$ cat config.mk
export PLATFORM = sky130hd
export DESIGN_NAME = eqr_regs
export DESIGN_NICKNAME = d
export VERILOG_FILES = /design/src/include/eqr_pkg.sv /design/src/verilog/eqr_gain_dec.sv /design/src/verilog/eqr_eq_ctl.sv /design/src/verilog/eqr_regs.sv
export SDC_FILE = /design/constraint.sdc
export NUM_CORES = 1
export LEC_CHECK = 0
export BUFFER_PORTS_ARGS = -buffer_cell sky130_fd_sc_hd__buf_2
export CAP_MARGIN = 20
export CORE_AREA = 5 5 327 329
export CTS_CLUSTER_DIAMETER = 30
export DETAILED_ROUTE_END_ITERATION = 10
export DIE_AREA = 0 0 332 334
export HOLD_SLACK_MARGIN = 0.12
export PLACE_DENSITY = 0.65
export SYNTH_ARGS = -nofsm -noshare
export SYNTH_HDL_FRONTEND = slang
export SYNTH_SLANG_ARGS = --single-unit
export TNS_END_PERCENT = 30
$ cat constraint.sdc
create_clock -name i_clk -period 23.5 [get_ports i_clk]
set_input_delay 3.525 -clock i_clk [delete_from_list [all_inputs] [get_ports i_clk]]
set_output_delay 3.525 -clock i_clk [all_outputs]
set_load 0.05 [all_outputs]
$ cat src/include/eqr_pkg.sv
// shared constants for the equalizer control and status register bank
package eqr_pkg;

   // register port widths
   localparam int ADDR_W = 12;
   localparam int DATA_W = 16;

   // equalizers with control registers, and those with coefficient blocks
   localparam int NUM_EQ = 3;
   localparam int NUM_COEF_EQ = 2;
   localparam int NUM_BANDS = 5;

   // register indices as printed
   localparam logic [11:0] STATUS_OFS = 12'he01;
   localparam logic [11:0] GAIN_A_OFS [NUM_EQ] = '{12'he10, 12'he26, 12'he3c};
   localparam logic [11:0] GAIN_B_OFS [NUM_EQ] = '{12'he11, 12'he27, 12'he3d};
   localparam logic [11:0] COEF_OFS [NUM_COEF_EQ] = '{12'he12, 12'he28};

   // coefficient words per equalizer (first to last index inclusive)
   localparam int COEF_WORDS = 19;

   // field positions in the two control registers
   localparam int ENA_BIT = 0;
   localparam int MODE_BIT = 0;
   localparam int B1_LSB = 11;
   localparam int B2_LSB = 6;
   localparam int B3_LSB = 1;
   localparam int B4_LSB = 11;
   localparam int B5_LSB = 6;
   localparam int GAIN_W = 5;

   // gain codes
   localparam logic [4:0] GAIN_RST = 5'h0c;
   localparam logic [4:0] GAIN_MAX = 5'h18;
   localparam logic [5:0] GAIN_OFFSET_DB = 6'h0c;

   // reset values and writable bits of the control registers
   localparam logic [15:0] CTL_A_RST = {GAIN_RST, GAIN_RST, GAIN_RST, 1'b0};
   localparam logic [15:0] CTL_B_RST = {GAIN_RST, GAIN_RST, 6'h00};
   localparam logic [15:0] CTL_A_MASK = 16'hffff;
   localparam logic [15:0] CTL_B_MASK = 16'hffc1;

   // layout of the status register
   localparam int STS_LSB = 4;
   localparam int STS_W = 12;
   localparam int STS_EQ_LSB = 8;
   localparam int STS_DYN_LSB = 4;
   localparam int STS_FILT_LSB = 0;

endpackage

$ cat src/verilog/eqr_gain_dec.sv
`timescale 1ns/1ps
`default_nettype none
// turns a band gain code into signed decibels
module eqr_gain_dec
   import eqr_pkg::*;
(
   input wire logic [4:0] i_code, // band gain code
   output logic signed [5:0] o_db, // gain in dB, -12 to +12
   output logic o_reserved // code above the top step
);

   // reserved codes clamp to the top step so the filter never sees a wild gain
   always_comb begin
      o_reserved = (i_code > GAIN_MAX); // see RULE_09
      if (o_reserved) begin
         o_db = $signed({1'b0, GAIN_MAX} - GAIN_OFFSET_DB);
      end else begin
         o_db = $signed({1'b0, i_code} - GAIN_OFFSET_DB); // see RULE_05
      end
   end

endmodule
`default_nettype wire

$ cat src/verilog/eqr_eq_ctl.sv
`timescale 1ns/1ps
`default_nettype none
// the two control registers and the run state of one equalizer
module eqr_eq_ctl
   import eqr_pkg::*;
(
   input wire logic i_clk, // core clock
   input wire logic i_rst_n, // synchronised reset, active low
   input wire logic i_wr_a, // write to first control register
   input wire logic i_wr_b, // write to second control register
   input wire logic [15:0] i_wdata, // write data
   input wire logic i_cycles_short, // too few core cycles for a new path
   output logic [15:0] o_ctl_a, // first control register
   output logic [15:0] o_ctl_b, // second control register
   output logic o_active // equalizer really running
);

   // gains, enable request; all 16 bits writable, none held at zero
   always_ff @(posedge i_clk or negedge i_rst_n) begin
      if (!i_rst_n) begin
         o_ctl_a <= CTL_A_RST; // see RULE_03
      end else if (i_wr_a) begin
         o_ctl_a <= i_wdata & CTL_A_MASK; // see RULE_06
      end
   end

   // band 4/5 gains and band 1 type
   always_ff @(posedge i_clk or negedge i_rst_n) begin
      if (!i_rst_n) begin
         o_ctl_b <= CTL_B_RST; // see RULE_04
      end else if (i_wr_b) begin
         o_ctl_b <= i_wdata & CTL_B_MASK; // see RULE_07
      end
   end

   // a start only succeeds with enough core cycles; a running path stays put
   always_ff @(posedge i_clk or negedge i_rst_n) begin
      if (!i_rst_n) begin
         o_active <= 1'b0;
      end else if (i_wr_a) begin
         if (!i_wdata[ENA_BIT]) begin
            o_active <= 1'b0;
         end else if (!o_active && !i_cycles_short) begin
            o_active <= 1'b1; // see RULE_10
         end
      end
   end

endmodule
`default_nettype wire

$ cat src/verilog/eqr_regs.sv
// How it works
// RULE_01: status bits 15:4 show read-only enables
// RULE_02: status order: equalizers, dynamics, then filters
// RULE_03: first control bit 0 enables, resets 0
// RULE_04: second control bit 0: shelving 0, peak 1
// RULE_05: gain codes span -12 to +12 dB
// RULE_06: band 1..3 gains at 15:11, 10:6, 5:1
// RULE_07: band 4..5 gains; all gains reset 0x0c
// RULE_08: 16-bit coefficient words stored as written
// RULE_09: code 0 is -12 dB; above 11000 reserved
// RULE_10: start refused when core cycles too few
// RULE_11: unused bits read zero, writes ignored
//
// Chosen here: the strobed register port.
`timescale 1ns/1ps
`default_nettype none
module eqr_regs
   import eqr_pkg::*;
#(
   parameter int NCOEF = COEF_WORDS // coefficient words per equalizer
) (
   input wire logic i_clk, // core clock, 40 MHz
   input wire logic i_resetn, // asynchronous reset, active low
   input wire logic [11:0] i_addr, // register index
   input wire logic [15:0] i_wdata, // write data
   input wire logic i_wr, // write strobe
   input wire logic i_rd, // read strobe
   input wire logic i_cycles_short, // core clock too slow for a new path
   input wire logic i_eq4_active, // fourth equalizer running
   input wire logic [3:0] i_dyn_active, // dynamics {2R,2L,1R,1L}
   input wire logic [3:0] i_filt_active, // filters 4 down to 1
   output logic [15:0] o_rdata, // read data, cycle after strobe
   output logic [2:0] o_eq_enable, // equalizers 3..1 running
   output logic [2:0] o_band1_peak, // band 1 peak type per equalizer
   output logic [74:0] o_band_code, // 15 gain codes, eq1 band1 lowest
   output logic [89:0] o_band_db, // 15 signed dB values, 6 bits each
   output logic [14:0] o_band_reserved, // gain code is reserved
   output logic [NUM_COEF_EQ*NCOEF*16-1:0] o_coef // coefficient words
);

   ////////////////////////////////////////////////////////////////////////
   // reset release

   logic [1:0] rst_sync_r;
   logic rst_n;

   // async assert, release through two flops
   always_ff @(posedge i_clk or negedge i_resetn) begin
      if (!i_resetn) begin
         rst_sync_r <= 2'b00;
      end else begin
         rst_sync_r <= {rst_sync_r[0], 1'b1};
      end
   end

   assign rst_n = rst_sync_r[1];

   ////////////////////////////////////////////////////////////////////////
   // address decode

   logic [NUM_EQ-1:0] wr_a;
   logic [NUM_EQ-1:0] wr_b;
   logic [NUM_EQ-1:0] hit_a;
   logic [NUM_EQ-1:0] hit_b;
   logic [NUM_COEF_EQ-1:0] hit_coef;
   logic [4:0] coef_idx [NUM_COEF_EQ];
   logic hit_status;

   // status register is read only; writes fall on nothing
   assign hit_status = (i_addr == STATUS_OFS); // see RULE_01

   genvar e;
   generate
      for (e = 0; e < NUM_EQ; e++) begin : g_dec
         assign hit_a[e] = (i_addr == GAIN_A_OFS[e]);
         assign hit_b[e] = (i_addr == GAIN_B_OFS[e]);
         assign wr_a[e] = i_wr && hit_a[e];
         assign wr_b[e] = i_wr && hit_b[e];
      end
      for (e = 0; e < NUM_COEF_EQ; e++) begin : g_cdec
         logic [11:0] rel;
         // unsigned wrap makes indices below the base land out of range
         assign rel = i_addr - COEF_OFS[e];
         assign hit_coef[e] = (rel < 12'(NCOEF));
         assign coef_idx[e] = rel[4:0];
      end
   endgenerate

   ////////////////////////////////////////////////////////////////////////
   // equalizer control registers

   logic [15:0] ctl_a [NUM_EQ];
   logic [15:0] ctl_b [NUM_EQ];

   generate
      for (e = 0; e < NUM_EQ; e++) begin : g_eq
         eqr_eq_ctl u_ctl (
            .i_clk(i_clk),
            .i_rst_n(rst_n),
            .i_wr_a(wr_a[e]),
            .i_wr_b(wr_b[e]),
            .i_wdata(i_wdata),
            .i_cycles_short(i_cycles_short),
            .o_ctl_a(ctl_a[e]),
            .o_ctl_b(ctl_b[e]),
            .o_active(o_eq_enable[e])
         );
         // band 1 type straight from its flop
         assign o_band1_peak[e] = ctl_b[e][MODE_BIT]; // see RULE_04
         // raw gain codes, five per equalizer
         assign o_band_code[e*25 +: 5] = ctl_a[e][B1_LSB +: GAIN_W]; // see RULE_06
         assign o_band_code[e*25+5 +: 5] = ctl_a[e][B2_LSB +: GAIN_W];
         assign o_band_code[e*25+10 +: 5] = ctl_a[e][B3_LSB +: GAIN_W];
         assign o_band_code[e*25+15 +: 5] = ctl_b[e][B4_LSB +: GAIN_W]; // see RULE_07
         assign o_band_code[e*25+20 +: 5] = ctl_b[e][B5_LSB +: GAIN_W];
      end
   endgenerate

   ////////////////////////////////////////////////////////////////////////
   // gain decode, registered so the filters see clean levels

   genvar b;
   generate
      for (b = 0; b < NUM_EQ*NUM_BANDS; b++) begin : g_band
         logic signed [5:0] db;
         logic rsv;

         eqr_gain_dec u_dec (
            .i_code(o_band_code[b*5 +: 5]),
            .o_db(db),
            .o_reserved(rsv)
         );

         // one cycle behind the code register
         always_ff @(posedge i_clk or negedge rst_n) begin
            if (!rst_n) begin
               o_band_db[b*6 +: 6] <= 6'h00; // reset code 0x0c is 0 dB
               o_band_reserved[b] <= 1'b0;
            end else begin
               o_band_db[b*6 +: 6] <= db; // see RULE_05
               o_band_reserved[b] <= rsv; // see RULE_09
            end
         end
      end
   endgenerate

   ////////////////////////////////////////////////////////////////////////
   // coefficient storage

   logic [15:0] coef_r [NUM_COEF_EQ][NCOEF];

   // whole words, no masking: software computes them
   generate
      for (e = 0; e < NUM_COEF_EQ; e++) begin : g_coef
         always_ff @(posedge i_clk or negedge rst_n) begin
            if (!rst_n) begin
               for (int k = 0; k < NCOEF; k++) begin
                  coef_r[e][k] <= 16'h0000;
               end
            end else if (i_wr && hit_coef[e]) begin
               coef_r[e][coef_idx[e]] <= i_wdata; // see RULE_08
            end
         end
         for (b = 0; b < NCOEF; b++) begin : g_out
            assign o_coef[(e*NCOEF+b)*16 +: 16] = coef_r[e][b];
         end
      end
   endgenerate

   ////////////////////////////////////////////////////////////////////////
   // status word

   logic [STS_W-1:0] sts_field;

   // equalizer 4, dynamics and filters are reported by their own blocks
   always_comb begin
      sts_field = '0;
      sts_field[STS_EQ_LSB +: 3] = o_eq_enable; // see RULE_02
      sts_field[STS_EQ_LSB+3] = i_eq4_active;
      sts_field[STS_DYN_LSB +: 4] = i_dyn_active;
      sts_field[STS_FILT_LSB +: 4] = i_filt_active;
   end

   ////////////////////////////////////////////////////////////////////////
   // read mux

   logic [15:0] rd_mux;

   // unmapped indices and unused bits answer zero
   always_comb begin
      rd_mux = 16'h0000;
      if (hit_status) begin
         rd_mux = {sts_field, 4'h0}; // see RULE_11
      end
      for (int i = 0; i < NUM_EQ; i++) begin
         if (hit_a[i]) begin
            rd_mux = ctl_a[i];
         end
         if (hit_b[i]) begin
            rd_mux = ctl_b[i] & CTL_B_MASK; // see RULE_11
         end
      end
      for (int i = 0; i < NUM_COEF_EQ; i++) begin
         if (hit_coef[i]) begin
            rd_mux = coef_r[i][coef_idx[i]];
         end
      end
   end

   // data stands only in the cycle after the strobe
   always_ff @(posedge i_clk or negedge rst_n) begin
      if (!rst_n) begin
         o_rdata <= 16'h0000;
      end else if (i_rd) begin
         o_rdata <= rd_mux;
      end else begin
         o_rdata <= 16'h0000;
      end
   end

endmodule
`default_nettype wire

==> impl_results.md, run 1 <==
- R2R Path Start: rst_sync_r[1]
- Sw power: 1.021 mW
- Pwr dens: 86.35 mW/mm²
- Combinational share of power: 0.039
- Die ar.: 0.1109 mm²
- Initial Utilization: 0.3633
- CTS Buffer Depth: 3
- Setup TNS: 0 ps
- First-pass GRT wire length: 223600 µm
- Clk slew on worst S/H paths: 50 ps
- RD Place Congestion: 0.8833
- CP Cell Sequence: clkbuf_8 -> inv_2 -> buf_4 -> ha_2 -> xor2_2 -> buf_4 -> o311ai_4 -> nand4_4 -> or3_1 -> nor2_8 -> mux2_2
- ANT nets after route: 0
- Clock Power Share: 0.630
- Postcts setup bufs: 0
- Initial DRT Pass Iterations: 6
- Crit end category: register
- Status: finished, final reports clean
- Ports: 852
- Post-synth EDFFs: 0
- Slew HR: 0.2163
- CTS Root Cell: clkbuf_16
- Crit path max fanout: 46
- Achievable Freq: 138.9 MHz
- Critical path class: in -> reg
- Post-layout util: 0.4802
- Met1 wire length: 59950 µm
- Clock latency on the worst-skew pair: 770 ps
- PnR Total Power: 4.279 mW
- Layout cells sized above 1: 0.5877
- Top_reg_cell synth: dfrtp_1
- Final Hold Fails: 0
- Register bit total from synthesis: 815
- Via/cell ratio: 5.513
- Tcrit/Tclk final: 0.3063
- Sw Share: 0.2387
- Port Buffer Count: 851
- Max IR drop VDD: 0.06612 mV
- Ys Warns: 0
- Slowest stage cell on the critical path: or3_1
- WP data arrival: 7830 ps
- Final net count: 3562
- WL per Instance: 31.19 µm
- CTS Buf Count: 189
- Total GRT Usage: 0.2762
- Layout area overhead: 32.16%
- Worst reg-to-reg path cell count: 4
- WL met3: 13730 µm
- Yosys cell types: 77
- Pleak: 25.94 nW
- Via Count: 27738
- Min-delay worst type: reg -> async
- Std-Cell Rows: 118
- R2r endpoint: o_coef[191]
- Vias in the first global route: 29008
- Hold slack: 269.3 ps
- Syn_nets: 2703
- Initial antenna violation count: 2
- Synth async-reset ratio: 1.000
- Core area: 0.1032 mm²
- CTS Sinks: 815
- Min cycle time layout: 7197 ps
- DP HPWL: 115800 µm
- Die Ht: 334 µm
- Slowest stage delay, CP: 850 ps
- Seq pwr share: 0.332
- Top Metal Used: met5
- CTS tree: yes
- RSZ-0062 raised after global routing: no
- Startpoint class of the critical path: input pin
- Seq/Total Area, Yosys: 0.5449
- CTS H-Tree Depth: 4
- Pin count of the biggest net entering global routing: 172
- Syn Area/Cell: 14.28 µm²
- Post_cts resized: 0
- Die X: 332 µm
- Fin. max-slew vios: 0
- Metal2 WL: 74900 µm
- Int Pwr: 3.258 mW
- Area of the mapped netlist: 0.03749 mm²
- DRT iter0 DRCs: 2163
- Crit path top cell by count: buf_4
- CTS hold repair buffers: 0
- # DRC: 0
- Routed wire length: 156900 µm
- Max Cap Viol: 0
- Reg2reg setup slack: 19350 ps
- Final setup fails: 0
- Overflow after GRT: 0
- Clock skew: 31.06 ps
- CP required: 24140 ps
- Synth Instances: 2626
- Slew @ Worst Pin: 1174 ps
## sequential cells by signal, summed over array words and instances, names as in the netlist
signal,flops
o_band_reserved,15
g_eq.u_ctl.o_active,3
g_eq.u_ctl.o_ctl_a,48
o_rdata,16
o_coef,608
g_eq.u_ctl.o_ctl_b,33
rst_sync_r,2
o_band_db,90
## cell type report
class,count,area (µm²)
multi-input cells,1532,15720
repair buffers,909,4887
clock buffers,242,5190
inverters,38,142.6
flip-flops and latches,815,20440
fillers,9114,53650
clock inverters,114,1450
well taps,1380,1727
diodes,1,2.502
## critical path: cells and delay by family
| family | cells | cell delay (ps) |
|---|---|---|
| adder cells (fa/ha/maj) | 1 | 410 |
| XOR/XNOR | 1 | 90 |
| AO/OA/AOI/OAI | 1 | 400 |
| AND/OR/NAND/NOR | 3 | 1900 |
| buffers and inverters | 4 | 1010 |
| multiplexers | 1 | 390 |
## kinds of logic after synthesis
family | share of synthesized area
other | 0.0001000
flip-flops | 0.5449
buffers and inverters | 0.03771
XOR/XNOR | 0.004872
AND/OR/NAND/NOR | 0.05202
adder cells (fa/ha/maj) | 0.01168
multiplexers | 0.3062
AO/OA/AOI/OAI | 0.04245
## power groups by stage
stage,clock network [mW],logic (mW),registers [mW]
final,2.69,0.166,1.42
after global routing,2.81,0.177,1.42
after CTS,2.73,0.167,1.42
after detailed placement,0,0.167,1.44
after global placement,0,0.166,1.44
after floorplan,0,0.0711,1.47
## worst max path at each step
stage,from,endpoint,slack (ps),depth (start not counted)
6_report,i_addr[1],o_coef[73],16300,11
5_1_grt,i_addr[2],o_coef[64],16140,10
4_1_cts,i_addr[1],o_coef[200],16320,11
3_5_place_dp,i_addr[2],o_coef[202],15480,10
3_3_place_gp,i_addr[1],o_coef[73],15560,11
2_1_floorplan,rst_sync_r[1],g_eq[0].u_ctl.o_active,10300,0
## synthesized netlist by cell type, types with 20 or more instances
master | n | area (µm²)
dfrtp_1 | 785 | 19640
mux2_2 | 661 | 7443
mux4_2 | 144 | 3243
nand2_1 | 119 | 446.7
nor2_1 | 117 | 439.2
clkbuf_1 | 108 | 405.4
a21oi_1 | 84 | 420.4
buf_4 | 58 | 435.4
buf_2 | 53 | 265.3
mux2i_1 | 42 | 420.4
ha_1 | 35 | 437.9
inv_1 | 35 | 131.4
and2_1 | 30 | 187.7
dfstp_2 | 30 | 788.3
o21ai_0 | 24 | 120.1
nor3_1 | 22 | 110.1
mux2_1 | 20 | 225.2
## per-layer routing
layer,global-route usage,up-vias
met5,0,-
met4,0.1271,2
met3,0.08994,369
met2,0.4548,1412
met1,0.3318,14609
li1,-,11346
## cell usage in the layout (no fill, tap or decap), types with 7 or more instances in the layout
cell	instances
o21ai_0	24
and2_1	30
o211ai_1	16
nor3_1	21
mux2_4	10
clkbuf_16	190
mux2_2	661
inv_1	35
xor2_1	15
clkbuf_8	25
o31ai_1	7
nand2_1	119
mux2i_1	42
buf_4	44
nor2_1	101
clkinv_2	36
nor2_2	20
a222oi_1	9
dfrtp_1	784
clkinv_4	14
nor4_4	11
o221ai_1	9
bufinv_16	22
a211oi_1	14
clkinvlp_4	16
nand3_1	13
ha_1	34
buf_2	850
clkbuf_1	28
a31oi_1	9
inv_6	15
mux4_2	144
a21oi_1	84
mux2_1	20
a21o_1	15
dfstp_2	30
## metrics by stage
step / worst slack [ps] / instances / area [µm²]
final: 16300 / 5031 / 49550
after global routing: 16140 / 5030 / 49550
after CTS: 16320 / 5027 / 49510
after detailed placement: 15480 / 4671 / 42860
after global placement: 15560 / 4663 / 42690
after floorplan: 10300 / 2626 / 37500
(Power assumes the default switching activity.)
==> inputs of run 2 (changes only) <==
- clock period: 23.5 -> 6.6 ns (I/O delays scaled with it)
==> impl_results.md, run 2 (synthesis results as in run 1) <==
- Commonest non-fill, non-tap cells in the layout: buf_2 (849), dfrtp_1 (784), mux2_2 (661)
- Post-layout util: 0.4810
- ANT nets after route: 0
- Post-route insts no fill: 5041
- Die ar.: 0.1109 mm²
- Critical path class: in -> reg
- Top delay family on crit path: simple AND/OR/NAND/NOR gates
- CTS tree: yes
- CTS Sinks: 815
- Largest register FFs: 608
- Ports: 852
- Postcts setup bufs: 0
- Total GRT Usage: 0.2768
- Status: finished, final reports clean
- CP Buf/Inv Count: 5
- Slowest stage delay, CP: 850 ps
- Die X: 332 µm
- Hold slack: 287.7 ps
- RSZ-0062 raised after global routing: no
- CTS hold repair buffers: 1
- Via/cell ratio: 5.498
- Core area: 0.1032 mm²
- Pwr dens: 308.6 mW/mm²
- Final setup fails: 0
- WL per Instance: 31.21 µm
- Post-route setup slack: 2056 ps
- # DRC: 0
- Max Cap Viol: 0
- Slew @ Worst Pin: 1247 ps
- Commonest non-fill, non-tap cell in the layout: buf_2
- Die Ht: 334 µm
- Std-Cell Rows: 118
- Crit path max fanout: 24
- Post-place setup slack: 1274 ps
- Clock latency on the worst-skew pair: 770 ps
- CTS Buf Count: 187
- Max IR drop VDD: 0.2150 mV
- Clock skew: 42.12 ps
- PnR Total Power: 15.32 mW
- Overflow after GRT: 0
- Initial DRT Pass Iterations: 8
- Post_cts resized: 0
- Fin. max-slew vios: 0
- Layout area overhead: 32.39%
- Vias in the first global route: 28928
- Layout cells sized above 1: 0.5909
- CP Cell Sequence: buf_2 -> inv_2 -> buf_4 -> ha_2 -> buf_4 -> inv_2 -> o311ai_4 -> nand4_4 -> or3_1 -> nor2_8 -> mux2_2
- Tcrit/Tclk final: 0.6885
- Filler cells: 9179
- Clk slew on worst S/H paths: 50 ps
- Startpoint class of the critical path: input pin
- CP required: 7220 ps
- CTS H-Tree Depth: 4
- CTS Buffer Depth: 3
- Dpl cells: 4685
- Pleak: 25.99 nW
- RD Place Congestion: 0.8895
- DRT iter0 DRCs: 2178
- Initial antenna violation count: 7
- DP HPWL: 114100 µm
- First-pass GRT wire length: 223600 µm
- CTS Root Cell: clkbuf_16
- Achievable Freq: 220.1 MHz
- Port Buffer Count: 851
- Pin count of the biggest net entering global routing: 146
- Slew HR: 0.1683
- Final net count: 3574
- WP data arrival: 5160 ps
- Routed wire length: 157300 µm
- Crit end category: register
- Min cycle time layout: 4544 ps
- Initial Utilization: 0.3633
- Min-delay worst type: reg -> async
- Via Count: 27715
- Slowest stage cell on the critical path: or3_1
- Final Hold Fails: 0
## run 2: changes by cell type in the layout (fill, tap and decap cells not counted), moves of 3 or more
cell        previous run  this run
clkbuf_1              28        19
clkbuf_8              25        22
bufinv_16             22        27
clkbuf_16            190       187
clkinv_4              14        10
clkinvlp_4            16        25
buf_16                 5         1
buf_4                 44        62
## run 2: metrics by stage
stage / instance area [µm²] / setup TNS [ps]
4_1_cts: 49600 / 0
5_1_grt: 49640 / 0
3_5_place_dp: 42910 / 0
2_1_floorplan: 37500 / -965530
3_3_place_gp: 42860 / 0
6_report: 49640 / 0
## run 2: where the power goes
group / internal [mW] / total, mW / switching (mW)
Combinational: 0.128 / 0.598 / 0.470
Sequential: 5.03 / 5.05 / 0.0205
Clock: 6.53 / 9.67 / 3.14
## run 2: path summary, 6_finish.rpt
check                                 to  slack (ps)  cells after the start          start
min                          o_coef[466]         290                      0  rst_sync_r[1]
max reg2reg                   o_rdata[6]        4360                      6    o_coef[422]
min reg2reg                  o_coef[466]         290                      0  rst_sync_r[1]
max in group asynchronous  o_band_db[15]        4600                      2  rst_sync_r[1]
min in group i_clk         rst_sync_r[1]         350                      0  rst_sync_r[0]
max                           o_coef[79]        2060                     11      i_addr[2]
## run 2: final cells by class
cell class | instances | area [µm²] | area share
Sequential cell | 815 | 20440 | 0.4117
Multi-Input combinational cell | 1532 | 15720 | 0.3167
Clock buffer | 228 | 5054 | 0.1018
Timing Repair Buffer | 923 | 4925 | 0.09921
Tap cell | 1380 | 1727 | 0.03478
Clock inverter | 123 | 1632 | 0.03287
Inverter | 38 | 142.6 | 0.002873
Antenna cell | 2 | 5.005 | 0.0001008
## run 2: layer usage
metal / vias to the layer above / wire length (µm) / track usage
li1: 11382 / - / -
met1: 14622 / 58900 / 0.3286
met2: 1386 / 77040 / 0.4652
met3: 323 / 14000 / 0.09080
met4: 2 / 7370 / 0.1165
met5: - / 13 / 0
